**src/sacc_pkg.sv**
```systemverilog
// Constants shared by the converter control block: timing, register map and field layout.
// Assumes a 20 MHz system clock and a converter clock made internally or taken from a pin.
//
// Functional notes
// A conversion lasts 19 or 20 rising converter clock edges.
// A start within 30 ns before a converter edge gives the full 20 edges.
// Track/hold enters hold at conversion start; convert-start rising edge in first mode.
// A start from device select holds on the falling edge of device select.
// At the end of each conversion track/hold returns to tracking.
// First mode: a convert-start pulse starts conversion and hold.
// Second mode is chosen by the host holding convert-start low.
// Second mode: select plus read starts conversion; status keeps host waiting until done.
// Serial-only variant accepts starts from convert-start only; the code also accepts the software start from the control register.
// Format select high gives only the 14-bit parallel format.
// Format select low gives byte and serial formats.
// In byte/serial use three top pins serve serial, the fourth selects byte; the code gives these their own ports and drives bits 13..8 low.
// Every output format works in either start mode.
// Parallel format drives all 14 bits together, MSB on bit 13.
// Byte format needs two host reads per result.
// Byte read with byte select low gives the low eight bits.
// Byte select high gives upper six bits right aligned, top two zero.
// Result is twos-complement, one step is full scale over 16384.
// Largest code is 01 1111 1111 1111, smallest is 10 0000 0000 0000.
// Host may invert the MSB for straight binary in unipolar use.
// At 2 MHz converter clock throughput stays within 12 us.
// Continuous select keeps the serial clock running between transfers.
// First mode: status rests high and drops low at conversion end.
// Second mode: status low from start until completion.
// Data bus is driven only while select and read are both asserted.

package sacc_pkg;

  localparam int unsigned MCLK_HZ        = 20_000_000;
  localparam int unsigned CONV_CLK_HZ    = 2_000_000;
  localparam int unsigned CLK_DIV        = MCLK_HZ / CONV_CLK_HZ;
  localparam int unsigned MCLK_PERIOD_NS = 1_000_000_000 / MCLK_HZ;

  localparam int unsigned START_GUARD_NS  = 30;
  localparam int unsigned GUARD_CYC_RAW   = (START_GUARD_NS + MCLK_PERIOD_NS - 1) / MCLK_PERIOD_NS;
  localparam int unsigned START_GUARD_CYC = (GUARD_CYC_RAW < 1) ? 1 : GUARD_CYC_RAW;

  localparam int unsigned ACQ_NS  = 2_000;
  localparam int unsigned ACQ_CYC = (ACQ_NS + MCLK_PERIOD_NS - 1) / MCLK_PERIOD_NS;

  localparam int unsigned RES_W       = 14;
  localparam int unsigned CONV_EDGES  = 19;
  localparam int unsigned FIRST_BIT_EDGE = 2;
  localparam int unsigned SER_LEAD    = 2;

  localparam logic [3:0]  ADDR_CTRL   = 4'h0;
  localparam logic [3:0]  ADDR_STATUS = 4'h4;
  localparam logic [3:0]  ADDR_RESULT = 4'h8;

  localparam int unsigned CTRL_CLK_EXT     = 0;
  localparam int unsigned CTRL_SERIAL_ONLY = 1;
  localparam int unsigned CTRL_SW_START    = 2;
  localparam logic [1:0]  CTRL_RESET       = 2'h0;

  localparam int unsigned ST_CONVERTING = 0;
  localparam int unsigned ST_EOC        = 1;
  localparam int unsigned ST_MODE2      = 2;
  localparam int unsigned ST_ACQUIRING  = 3;
  localparam int unsigned ST_PARALLEL   = 4;

  localparam logic [RES_W-1:0] RESULT_RESET = 14'h0000;

  typedef enum logic [1:0] {SACC_IDLE, SACC_CONV, SACC_ACQ} sacc_state_t;

endpackage

```
**src/sacc_top.sv**
```systemverilog
// Conversion control of a 14-bit successive-approximation converter with a parallel,
// byte and serial host side. Host pins are synchronous to mclk; the analog DAC and
// comparator sit outside, driven by dac_code and answered by cmp_above.
//
// Chosen here: the placing of the registers and the Avalon-MM interface to the registers.
`timescale 1ns/10ps
`default_nettype none

module sacc_top
  import sacc_pkg::*;
(
  // Clock and reset.
  input  wire logic              mclk,
  input  wire logic              rstn,
  // Avalon-MM slave.
  input  wire logic [3:0]        avs_address,
  input  wire logic              avs_read,
  input  wire logic              avs_write,
  input  wire logic [31:0]       avs_writedata,
  output logic      [31:0]       avs_readdata,
  output logic                   avs_waitrequest,
  // Host start and read pins.
  input  wire logic              convert_start_n,
  input  wire logic              cs_n,
  input  wire logic              rd_n,
  input  wire logic              upper_byte_select,
  input  wire logic              format_parallel,
  input  wire logic              sclk_continuous,
  input  wire logic              ext_conv_clk,
  // Parallel data bus; oe_n low while driving.
  output logic      [RES_W-1:0]  data_out,
  output logic                   data_oe_n,
  // Status pin: end of conversion in first mode, busy in second.
  output logic                   conv_status,
  // Open-drain serial pins; oe_n low pulls the line low.
  output logic                   ser_strobe_oe_n,
  output logic                   ser_clk_oe_n,
  output logic                   ser_data_oe_n,
  // Analog side.
  output logic                   track_hold,
  output logic      [RES_W-1:0]  dac_code,
  input  wire logic              cmp_above
);

  sacc_state_t      state_r;
  logic [3:0]       div_r;
  logic             ext_prev_r;
  logic             csrd_prev_r;
  logic             cvst_prev_r;
  logic [1:0]       ctrl_r;
  logic             sw_start_r;
  logic             guard_r;
  logic [4:0]       edge_cnt_r;
  logic [6:0]       acq_cnt_r;
  logic [RES_W-1:0] sar_r;
  logic [RES_W-1:0] result_r;
  logic             eoc_r;
  logic             mode2_r;
  logic [15:0]      ser_sh_r;
  logic             int_half_r;

  logic             conv_edge;
  logic             csrd_low;
  logic             read_fall;
  logic             start_mode1;
  logic             start_mode2;
  logic             start_evt;
  logic             bit_edge;
  logic [3:0]       bit_idx;
  logic             done_edge;

  // Internal converter clock divides mclk by ten to 2 MHz: 20 edges take 10 us and the
  // 2 us acquisition afterwards keeps a full cycle inside 12 us.
  always_ff @(posedge mclk or negedge rstn)
  begin
    if (!rstn)
      div_r <= 4'h0;
    else if (div_r == 4'(CLK_DIV - 1))
      div_r <= 4'h0;
    else
      div_r <= div_r + 4'h1;
  end

  always_ff @(posedge mclk or negedge rstn)
  begin
    if (!rstn)
    begin
      // Edge detectors rest at the idle level of their pins, so no false edge follows reset.
      ext_prev_r  <= 1'b0;
      csrd_prev_r <= 1'b0;
      cvst_prev_r <= 1'b1;
      int_half_r  <= 1'b0;
    end
    else
    begin
      ext_prev_r  <= ext_conv_clk;
      csrd_prev_r <= csrd_low;
      cvst_prev_r <= convert_start_n;
      // Serial clock phase: high in the second half of each internal converter period.
      int_half_r  <= (div_r >= 4'(CLK_DIV / 2));
    end
  end

  // The external clock is sampled, so its rising edges are seen up to one mclk late.
  assign conv_edge = ctrl_r[CTRL_CLK_EXT] ? (ext_conv_clk && !ext_prev_r)
                                          : (div_r == 4'h0);
  assign csrd_low  = !cs_n && !rd_n;
  assign read_fall = csrd_low && !csrd_prev_r;

  // Second mode is recognised by convert-start sitting low; a rising edge leaves it.
  always_ff @(posedge mclk or negedge rstn)
  begin
    if (!rstn)
      mode2_r <= 1'b0;
    else if (!convert_start_n && !cvst_prev_r)
      mode2_r <= 1'b1;
    else if (convert_start_n)
      mode2_r <= 1'b0;
  end

  assign start_mode1 = (convert_start_n && !cvst_prev_r) || sw_start_r;
  // The select edge is used so that hold is taken as select falls, with read already low.
  assign start_mode2 = mode2_r && !ctrl_r[CTRL_SERIAL_ONLY] && read_fall
                       && (format_parallel || !upper_byte_select); // see
  // Starts are accepted in any format; a second pulse mid-conversion is ignored.
  assign start_evt   = (state_r != SACC_CONV) && (start_mode1 || start_mode2);

  assign bit_edge  = conv_edge && !guard_r && (edge_cnt_r >= 5'(FIRST_BIT_EDGE - 1))
                     && (edge_cnt_r < 5'(FIRST_BIT_EDGE - 1 + RES_W));
  // Counted edge 2 decides bit 13 and counted edge 15 decides bit 0.
  assign bit_idx   = 4'(RES_W + FIRST_BIT_EDGE - 2) - edge_cnt_r[3:0];
  // The edge counter keeps its last value after a conversion, so done is tied to the
  // conversion state; otherwise every later converter edge would set the flag again.
  assign done_edge = conv_edge && !guard_r && (state_r == SACC_CONV)
                     && (edge_cnt_r == 5'(CONV_EDGES - 1));

  // Conversion sequencer.
  always_ff @(posedge mclk or negedge rstn)
  begin
    if (!rstn)
    begin
      state_r    <= SACC_IDLE;
      guard_r    <= 1'b0;
      edge_cnt_r <= 5'h00;
      acq_cnt_r  <= 7'h00;
    end
    else
    begin
      case (state_r)
        SACC_IDLE, SACC_ACQ:
        begin
          if (start_evt)
          begin
            state_r    <= SACC_CONV;
            edge_cnt_r <= 5'h00;
            // A converter edge falling inside the guard after the start is not counted,
            // which stretches that conversion to the full 20 edges.
            guard_r    <= 1'(START_GUARD_CYC);
          end
          // Acquisition is timed so that STATUS shows when the input has settled again.
          else if (state_r == SACC_ACQ)
          begin
            if (acq_cnt_r == 7'(ACQ_CYC - 1))
              state_r <= SACC_IDLE;
            acq_cnt_r <= acq_cnt_r + 7'h01;
          end
        end
        SACC_CONV:
        begin
          guard_r <= 1'b0;
          if (done_edge)
          begin
            state_r   <= SACC_ACQ;
            acq_cnt_r <= 7'h00;
          end
          else if (conv_edge && !guard_r)
            edge_cnt_r <= edge_cnt_r + 5'h01;
        end
        default:
          state_r <= SACC_IDLE;
      endcase
    end
  end

  // Track/hold: hold from the start event until the conversion ends.
  always_ff @(posedge mclk or negedge rstn)
  begin
    if (!rstn)
      track_hold <= 1'b0;
    else if (start_evt)
      track_hold <= 1'b1; // see
    else if (done_edge)
      track_hold <= 1'b0;
  end

  // Successive approximation in straight binary; the DAC sees the trial code.
  always_ff @(posedge mclk or negedge rstn)
  begin
    if (!rstn)
    begin
      sar_r    <= RESULT_RESET;
      dac_code <= RESULT_RESET;
    end
    else if (start_evt)
    begin
      sar_r    <= RESULT_RESET;
      dac_code <= {1'b1, {(RES_W-1){1'b0}}};
    end
    // A bit stays set only where the held input reaches the trial code.
    else if (bit_edge)
    begin
      sar_r[bit_idx]    <= cmp_above;
      dac_code[bit_idx] <= cmp_above;
      if (bit_idx != 4'h0)
        dac_code[bit_idx - 4'h1] <= 1'b1;
    end
  end

  // Twos-complement result: straight binary with the MSB inverted, so full code spans
  // 01 1111 1111 1111 down to 10 0000 0000 0000 in 16384 steps.
  always_ff @(posedge mclk or negedge rstn)
  begin
    if (!rstn)
      result_r <= RESULT_RESET;
    else if (done_edge)
      result_r <= {~sar_r[RES_W-1], sar_r[RES_W-2:0]}; // see see
  end

  // Status pin. End-of-conversion flag wins over a read that clears it in the same cycle.
  always_ff @(posedge mclk or negedge rstn)
  begin
    if (!rstn)
      eoc_r <= 1'b0;
    else if (done_edge)
      eoc_r <= 1'b1;
    else if (read_fall)
      eoc_r <= 1'b0;
  end

  always_ff @(posedge mclk or negedge rstn)
  begin
    if (!rstn)
      conv_status <= 1'b1;
    else if (mode2_r)
      conv_status <= !((state_r == SACC_CONV && !done_edge) || start_evt); // see
    else
      conv_status <= !(eoc_r || done_edge) || (read_fall && !done_edge);
  end

  // Parallel and byte output. Byte format drives bits 13..8 low; the serial pins and byte select
  // have their own ports. Each byte needs its own read.
  always_ff @(posedge mclk or negedge rstn)
  begin
    if (!rstn)
    begin
      data_out  <= RESULT_RESET;
      data_oe_n <= 1'b1;
    end
    else
    begin
      data_oe_n <= !csrd_low;
      if (format_parallel)
        data_out <= done_edge ? {~sar_r[RES_W-1], sar_r[RES_W-2:0]} : result_r; // see
      else if (upper_byte_select)
        data_out <= {6'h00, 2'h0, result_r[RES_W-1:8]}; // see
      else
        data_out <= {6'h00, result_r[7:0]}; // see
    end
  end

  // Serial word: two leading zeros then the result MSB first, shifted on converter edges
  // during conversion. Bits are sent as decided, so no extra buffer is needed.
  always_ff @(posedge mclk or negedge rstn)
  begin
    if (!rstn)
      ser_sh_r <= 16'h0000;
    else if (start_evt)
      ser_sh_r <= 16'h0000;
    else if (bit_edge)
      ser_sh_r[15 - SER_LEAD - (RES_W - 1 - 32'(bit_idx))] <= cmp_above ^ (bit_idx == 4'(RES_W - 1));
  end

  always_ff @(posedge mclk or negedge rstn)
  begin
    if (!rstn)
    begin
      ser_strobe_oe_n <= 1'b1;
      ser_clk_oe_n    <= 1'b1;
      ser_data_oe_n   <= 1'b1;
    end
    else if (format_parallel)
    begin
      ser_strobe_oe_n <= 1'b1;
      ser_clk_oe_n    <= 1'b1;
      ser_data_oe_n   <= 1'b1;
    end
    else
    begin
      ser_strobe_oe_n <= !(state_r == SACC_CONV);
      // Noncontinuous clock releases its pin when the transfer is over.
      ser_clk_oe_n    <= (sclk_continuous || state_r == SACC_CONV) ? int_half_r : 1'b1;
      ser_data_oe_n   <= (state_r == SACC_CONV) ? 
                         ser_sh_r[15 - (edge_cnt_r[3:0] & 4'hf)] : 1'b1;
    end
  end

  // Avalon-MM slave: every access waits one cycle, then completes with waitrequest low.
  always_ff @(posedge mclk or negedge rstn)
  begin
    if (!rstn)
    begin
      avs_waitrequest <= 1'b1;
      avs_readdata    <= 32'h0000_0000;
      ctrl_r          <= CTRL_RESET;
      sw_start_r      <= 1'b0;
    end
    else
    begin
      sw_start_r <= 1'b0;
      if ((avs_read || avs_write) && avs_waitrequest)
      begin
        avs_waitrequest <= 1'b0;
        case (avs_address)
          ADDR_CTRL:   avs_readdata <= {30'h0000_0000, ctrl_r};
          ADDR_STATUS: avs_readdata <= {27'h000_0000, format_parallel,
                                        state_r == SACC_ACQ, mode2_r, eoc_r,
                                        state_r == SACC_CONV};
          ADDR_RESULT: avs_readdata <= {18'h0_0000, result_r};
          default:     avs_readdata <= 32'h0000_0000;
        endcase
      end
      else
      begin
        avs_waitrequest <= 1'b1;
        // The write lands at the edge that shows waitrequest low, while the master holds it.
        if (avs_write && !avs_waitrequest && avs_address == ADDR_CTRL)
        begin
          ctrl_r     <= avs_writedata[1:0];
          sw_start_r <= avs_writedata[CTRL_SW_START];
        end
      end
    end
  end

endmodule

`default_nettype wire

```
**config.mk**
```make
export PLATFORM = sky130hd
export DESIGN_NAME = sacc_top
export DESIGN_NICKNAME = d
export VERILOG_FILES = /design/src/sacc_pkg.sv /design/src/sacc_top.sv
export SDC_FILE = /design/constraint.sdc
export NUM_CORES = 1
export LEC_CHECK = 0
export ABC_AREA = 0
export BUFFER_PORTS_ARGS = -buffer_cell sky130_fd_sc_hd__buf_4
export CAP_MARGIN = 10
export CORE_MARGIN = 2
export CORE_UTILIZATION = 60
export DETAILED_ROUTE_END_ITERATION = 10
export GPL_TIMING_DRIVEN = 0
export PLACE_DENSITY_LB_ADDON = 0.15
export SETUP_SLACK_MARGIN = 0.02
export SLEW_MARGIN = 15
export SYNTH_ARGS = -nofsm -noshare
export SYNTH_HDL_FRONTEND = slang
export SYNTH_SLANG_ARGS = --single-unit
```
**constraint.sdc**
```tcl
create_clock -name mclk -period 5.9 [get_ports mclk]
set_input_delay 0.59 -clock mclk [delete_from_list [all_inputs] [get_ports mclk]]
set_output_delay 0.59 -clock mclk [all_outputs]
set_load 0.05 [all_outputs]
```
==> impl_metrics.tcl, run 1 <==
set metrics [dict create \
    synth_top_family_by_area "simple AND/OR/NAND/NOR gates" \
    post-route-util_pct 75.71 \
    grt_overflow_total 0 \
    rsz0062_at_grt "false" \
    synth_simple_gate_area_share_pct 15.56 \
    status "finished clean" \
    crit_type "flip-flop to flip-flop" \
    num-nets-final 722 \
    fp.dieH_um 103.5 \
    hold_viol 0 \
    worstSetupStartpointType "flip-flop" \
    maximum_frequency_from_static_timing_analysis_mhz 331.2 \
    synth-seq-cells 121 \
    worstPathCellList "inv_1 > ha_1 > ha_1 > nand2b_1 > a21oi_1 > a211oi_2 > xnor2_1 > nand4_1 > o22ai_1" \
    ir_drop_mv 0.3002 \
    yosysMostFrequentCell "sky130_fd_sc_hd__dfrtp_1" \
    core-area_sq_um 9684 \
    vias_in_the_first_global_route 4623 \
    grt_use_met1_pct 32.82 \
    max_slew_margin_pct 49.20 \
    max_slew.worst_pin.slew_ns 0.7561 \
    grt_most_used_layer "met2" \
    detail_route.vias_per_cell 5.628 \
    post-cts-setup-buffer-count 0 \
    floorplan.die_area_sq_um 10720 \
    yosys.cell_types.count 53 \
    critical_path.top_delay_family "adder cells" \
    static-leakage-power_uw 0.003689 \
    synthCells 556 \
    synth_edf_count 0 \
    yosys.area_share.xor_xnor_pct 2.337 \
    grt_max_degree 81 \
    crit_required_ns 6.33 \
    drv.max_cap_violation_count 0 \
    worst-path-max-fanout 12 \
    postPlaceCellArea_sq_um 6685 \
    ys_top_cells_by_area "sky130_fd_sc_hd__dfrtp_1 48%, sky130_fd_sc_hd__mux2i_1 8.1%, sky130_fd_sc_hd__nand2_1 4.4%, sky130_fd_sc_hd__mux2_2 3.4%, sky130_fd_sc_hd__ha_1 3.4%" \
    drt-total-wl_mm 13.72 \
    hold_class "input pin to flip-flop" \
    synth-compound-area-share_pct 8.274 \
    cts_hold_buf 1 \
    synthDominantCellAreaShare_pct 48.00 \
    grt_antenna_before_repair 0 \
    final_period_minus_worst_setup_slack_ns 3.020 \
    power_density_nw_per_um2 466.7 \
    timing.critical_path.slowest_stage_cell "sky130_fd_sc_hd__dfrtp_1" \
    cts.path.max_buffers 2 \
    synth_area_leader_cell "sky130_fd_sc_hd__dfrtp_1" \
    seq_area_frac_synth_pct 51.09 \
    num-fill-cells 655 \
    io-pin-count 115 \
    totalPowerFinal_uw 3422 \
    final.period_utilization_pct 51.18 \
    critical_path.endpoint_type "flip-flop" \
    layout.cell_area.non_filler_sq_um 7332 \
    placement_rows 36 \
    area_delta_synth_final_pct 23.37 \
    path_clk_slew_ns 0.06 \
    detailed_place_hpwl_mm 9.652 \
    grt_util_all_layers_pct 26.68 \
    wl_per_cell_um 17.06 \
    yosys_most_used_dff "sky130_fd_sc_hd__dfrtp_1" \
    worstPathBufferInverterCount 1 \
    later_pin_clock_latency_in_the_skew_report_ns 0.52 \
    clock-root-buffer "sky130_fd_sc_hd__clkbuf_8" \
    tns_ns 0 \
    ys_warn_count 0 \
    first_pass_iters 4 \
    grtUsageMet2_pct 45.13 \
    cts_htree_levels 4 \
    numPortBuffers 64 \
    drcViolationCount 0 \
    synth_mux_area_share_pct 13.45 \
    diodes 0 \
    mappedNetlistArea_sq_um 5943 \
    antenna_violating_nets_post_route 0 \
    post_route_cells_drive_above_1_share_pct 25.48 \
    die_width_um 103.5 \
    clock_sinks 121 \
    final-setup-viol-count 0 \
    grt_use_met3_pct 6.293 \
    start_util_pct 61.37 \
    synth-adder-area-share_pct 3.368 \
    worst_path_most_repeated_cell "sky130_fd_sc_hd__ha_1" \
    asyncSetResetFlopFracSynth_pct 100.0 \
    slew_violations 0 \
    num_vias 4525 \
    critPathArrivalTime_ns 3.45 \
    finalWeightedCongestion 0.8983 \
    tritoncts_clock_tree "built" \
    post_cts.resized_instances 0 \
    setup_clock_skew_after_layout_ns 0.004697 \
    syn_avg_cell_area_sq_um 10.69 \
    first_pass_grt_wire_length_mm 22.71 \
    synth_common_cells "114 x sky130_fd_sc_hd__dfrtp_1, 70 x sky130_fd_sc_hd__nand2_1, 48 x sky130_fd_sc_hd__mux2i_1" \
    slowest_delay_ns 0.65 \
    cts_inserted_buffers 17 \
    first_iter_violations 258 \
]
-- final cells by class --
type	count	area, sq um	area share [%]
Sequential cell	121	3037	41.42
Multi-Input combinational cell	389	2623	35.77
Timing Repair Buffer	66	521.8	7.116
Clock buffer	22	473.0	6.451
Buffer	47	287.8	3.925
Tap cell	133	166.4	2.270
Clock inverter	10	163.9	2.235
Inverter	16	60.06	0.8191
-- per-layer routing --
layer  wire length (um)  up-vias
li1                   -     2119
met1               5555     2234
met2               7118      140
met3                666       32
met4                374        0
met5                  0        -
-- worst register-to-register path, cell delays in order, from the launching register on --
cell                       delay, ns
sky130_fd_sc_hd__dfrtp_1        0.65
sky130_fd_sc_hd__inv_1          0.21
sky130_fd_sc_hd__ha_1           0.44
sky130_fd_sc_hd__ha_1           0.27
sky130_fd_sc_hd__nand2b_1       0.16
sky130_fd_sc_hd__a21oi_1        0.19
sky130_fd_sc_hd__a211oi_2       0.07
sky130_fd_sc_hd__xnor2_1        0.45
sky130_fd_sc_hd__nand4_1        0.26
sky130_fd_sc_hd__o22ai_1        0.23
-- path summary, 6_finish.rpt --
path | from | end | slack (ns) | cells past startpoint
max | edge_cnt_r[1] | dac_code[2] | 2.88 | 9
min | ext_conv_clk | ext_prev_r | 0.19 | 1
max reg2reg | edge_cnt_r[1] | dac_code[2] | 2.88 | 9
min reg2reg | sar_r[13] | result_r[13] | 0.44 | 1
max in group asynchronous | rstn | ser_data_oe_n | 4.60 | 3
min in group asynchronous | rstn | result_r[11] | 0.55 | 2
-- per-stage QoR --
step	worst slack, ns	hold slack, ns	std cells
floorplan	3.388	0.2944	573
global placement	3.029	0.4391	770
detailed placement	2.916	0.4378	771
CTS	2.903	0.1793	804
global route	2.585	0.1691	804
finish	2.880	0.1918	804
-- report_power, final --
group / switching, uW / internal (uW)
registers: 128 / 982
logic: 809 / 401
clock network: 370 / 732
total: 1310 / 2110
-- logic make-up after synthesis --
group           count (synthesis)
other cells                     1
compound gates                 81
buf+inv                        63
fa+ha+maj                      16
xor+xnor                       15
simple gates                  188
mux                            71
flops                         121
-- sequential cells by signal, indices dropped and copies added, names as in the netlist, 2 cells and up --
register	cells
edge_cnt_r	5
data_out	14
result_r	14
ctrl_r	2
div_r	4
state_r	2
dac_code	14
ser_sh_r	16
sar_r	14
avs_readdata	14
acq_cnt_r	7
-- cell usage in the layout, fill, tap and decap left out, drive strengths merged, types with 3 or more instances in the layout --
master      n
nor3        9
o22ai      13
nand2b      5
and2        8
clkbuf     34
mux4        5
conb       18
o21bai      3
or2         3
nor2       36
nor2b       4
a21oi      13
mux2i      48
clkinvlp    4
xor2        6
a22o        3
dfstp       7
o21ai      36
bufinv      4
inv        17
mux2       18
ha         16
dfrtp     114
or3         6
nand4      18
a32oi       3
buf       100
nand3      20
nand2      70
xnor2       9
Note: power is estimated with default switching activity, not from simulation.
==> run 2, diff against run 1 <==
CORE_UTILIZATION = 50   (was 60)
clock period = 2.69 ns   (was 5.9 ns; I/O delays follow)
==> impl_metrics.tcl, run 2 (synthesized netlist as in run 1, its figures left out) <==
set metrics [dict create \
    status "finished with violations" \
    violations "design-rule violations" \
    post_route_cells_drive_above_1_share_pct 27.69 \
    diodes 0 \
    crit_type "flip-flop to flip-flop" \
    detail_route.vias_per_cell 5.504 \
    critPathArrivalTime_ns 2.86 \
    seqPwrFrac_pct 31.7 \
    largest_register "ser_sh_r" \
    swShare_pct 38.19 \
    worstPathCellList "inv_1 > ha_1 > buf_2 > inv_1 > o2111ai_1 > nand3b_1 > nor3_1 > mux2i_1 > o22ai_1" \
    area_occupied_by_multi_input_gates_sq_um 2655 \
    totalPowerFinal_uw 7591 \
    drcViolationCount 11 \
    grt_antenna_before_repair 0 \
    final_period_minus_worst_setup_slack_ns 2.578 \
    holdCritStartpoint "sclk_continuous" \
    floorplan.die_area_sq_um 12770 \
    grt_util_all_layers_pct 22.24 \
    timing.critical_path.slowest_stage_cell "sky130_fd_sc_hd__nor3_1" \
    cts_inserted_buffers 17 \
    static-leakage-power_uw 0.003735 \
    drv.max_cap_violation_count 0 \
    worstSetupStartpointType "flip-flop" \
    power_frac_clock_pct 31.3 \
    io-pin-count 115 \
    cts.path.max_buffers 2 \
    max_slew_margin_pct 48.03 \
    area_delta_synth_final_pct 25.28 \
    die_width_um 113.0 \
    register_area_sq_um 3039 \
    setup.worst_path.start "edge_cnt_r[1]" \
    r2r.worst_path.cells 9 \
    first_iter_violations 386 \
    maximum_frequency_from_static_timing_analysis_mhz 387.9 \
    tritoncts_clock_tree "built" \
    setup_clock_skew_after_layout_ns 0.008623 \
    layout.cell_area.non_filler_sq_um 7446 \
    final.period_utilization_pct 95.83 \
    drt-total-wl_mm 13.64 \
    flip_flop_count_of_the_largest_register_all_copies_and_words_added 16 \
    most_common_library_cell_in_the_layout_ignoring_fill_and_taps "sky130_fd_sc_hd__dfrtp_1" \
    final-setup-viol-count 0 \
    detailed_place_hpwl_mm 9.627 \
    num_vias 4524 \
    later_pin_clock_latency_in_the_skew_report_ns 0.41 \
    path_clk_slew_ns 0.06 \
    slew_violations 0 \
    critical_path.endpoint_type "flip-flop" \
    first_pass_iters 8 \
    critical_path.top_delay_family "simple AND/OR/NAND/NOR gates" \
    postPlaceCellArea_sq_um 6698 \
    layout_common_cells "112 x sky130_fd_sc_hd__dfrtp_1, 91 x sky130_fd_sc_hd__buf_4, 70 x sky130_fd_sc_hd__nand2_1" \
    power_density_nw_per_um2 1019 \
    crit_cells 9 \
    hold_class "input pin to flip-flop" \
    fp.dieH_um 113.0 \
    hold_viol 0 \
    power.net_switching_uw 2899 \
    ir_drop_mv 0.5098 \
    num-fill-cells 908 \
    num-nets-final 730 \
    wl_per_cell_um 16.59 \
    first_pass_grt_wire_length_mm 22.27 \
    rsz0062_at_grt "true" \
    clock-root-buffer "sky130_fd_sc_hd__clkbuf_16" \
    vias_in_the_first_global_route 4471 \
    crit_required_ns 2.97 \
    worst-path-max-fanout 9 \
    finalWeightedCongestion 0.9293 \
    clock_sinks 121 \
    regToRegStartpoint "edge_cnt_r[1]" \
    holdPathStages 2 \
    antenna_violating_nets_post_route 0 \
    start_util_pct 51.61 \
    grt_max_degree 88 \
    slowest_delay_ns 0.54 \
    p_comb_share_pct 37.1 \
    worstPathBufferInverterCount 3 \
    grt_overflow_total 0 \
    core-area_sq_um 11520 \
    cts_htree_levels 4 \
    worst_path_most_repeated_cell "sky130_fd_sc_hd__inv_1" \
    max_slew.worst_pin.slew_ns 0.7737 \
    power_report.internal_total_uw 4692 \
    numPortBuffers 64 \
    placement_rows 39 \
]
==> run 2: cell count changes in the layout (fill, tap and decap cells not counted), sizes merged <==
cell and change:
bufinv -1, clkinv +2, dlygate4sd3 +2, clkinvlp -1
buf +6
==> run 2: worst paths after layout <==
kind,endpoint,slack [ns]
setup / recovery,dac_code[0],0.11
hold / removal,ser_clk_oe_n,0.02
setup reg to reg,dac_code[0],0.11
hold reg to reg,ser_clk_oe_n,0.45
max in group asynchronous,edge_cnt_r[0],1.61
min in group asynchronous,result_r[12],0.32
==> run 2: worst register-to-register path: stages, from the launching register on <==
cell and delay, ns:
sky130_fd_sc_hd__dfrtp_2 0.43, sky130_fd_sc_hd__inv_1 0.18, sky130_fd_sc_hd__ha_1 0.18, sky130_fd_sc_hd__buf_2 0.23, sky130_fd_sc_hd__inv_1 0.07, sky130_fd_sc_hd__o2111ai_1 0.21, sky130_fd_sc_hd__nand3b_1 0.26, sky130_fd_sc_hd__nor3_1 0.54
sky130_fd_sc_hd__mux2i_1 0.25, sky130_fd_sc_hd__o22ai_1 0.10
==> run 2: metrics by stage <==
step / hold slack (ns) / utilization, % / setup slack, ns / setup TNS (ns) / std cells
floorplan: -0.02659 / - / 0.1784 / 0 / 573
global placement: 0.3909 / 57.89 / -0.1745 / -1.947 / 780
detailed placement: 0.1900 / 58.16 / -0.2651 / -4.060 / 781
CTS: 0.005218 / 64.43 / 0.03275 / 0 / 820
global route: 0.004118 / 64.66 / -0.01581 / -0.02647 / 822
finish: 0.01556 / 64.66 / 0.1122 / 0 / 822
==> run 2: what timing repair did <==
| item | 4_1_cts | 5_1_grt |
|---|---|---|
| endpoints found under the setup margin | 35 | 16 |
| setup buffers | 4 | 2 |
| resized for setup | 6 | 6 |
| endpoints found under the hold margin | 37 | 0 |
| pin swaps | 1 | 1 |
| hold buffers | 3 | 0 |
==> run 2: layout make-up <==
type / count / share of cell area, %
flip-flops and latches: 121 / 40.82
plain buffers: 47 / 3.882
clock inverters: 10 / 1.882
repair buffers: 74 / 8.049
well taps: 143 / 2.403
multi-input cells: 389 / 35.66
clock buffers: 22 / 6.503
inverters: 16 / 0.8066
==> run 2: per-layer routing <==
metal | track usage (%) | vias up | wire length [um]
met5 | 0 | - | 0
met4 | 9.919 | 0 | 357
met3 | 5.035 | 38 | 745
met2 | 35.81 | 149 | 6654
met1 | 28.99 | 2206 | 5877
li1 | - | 2131 | -
==> run 2: power groups by stage <==
stage                     sequential (uW)  clock, uW  combinational (uW)
final                                2400       2370                2810
after global routing                 2440       2490                3050
after CTS                            2400       2410                2750
after detailed placement             2440          0                2610
after global placement               2440          0                2530
after floorplan                      2760          0                1540
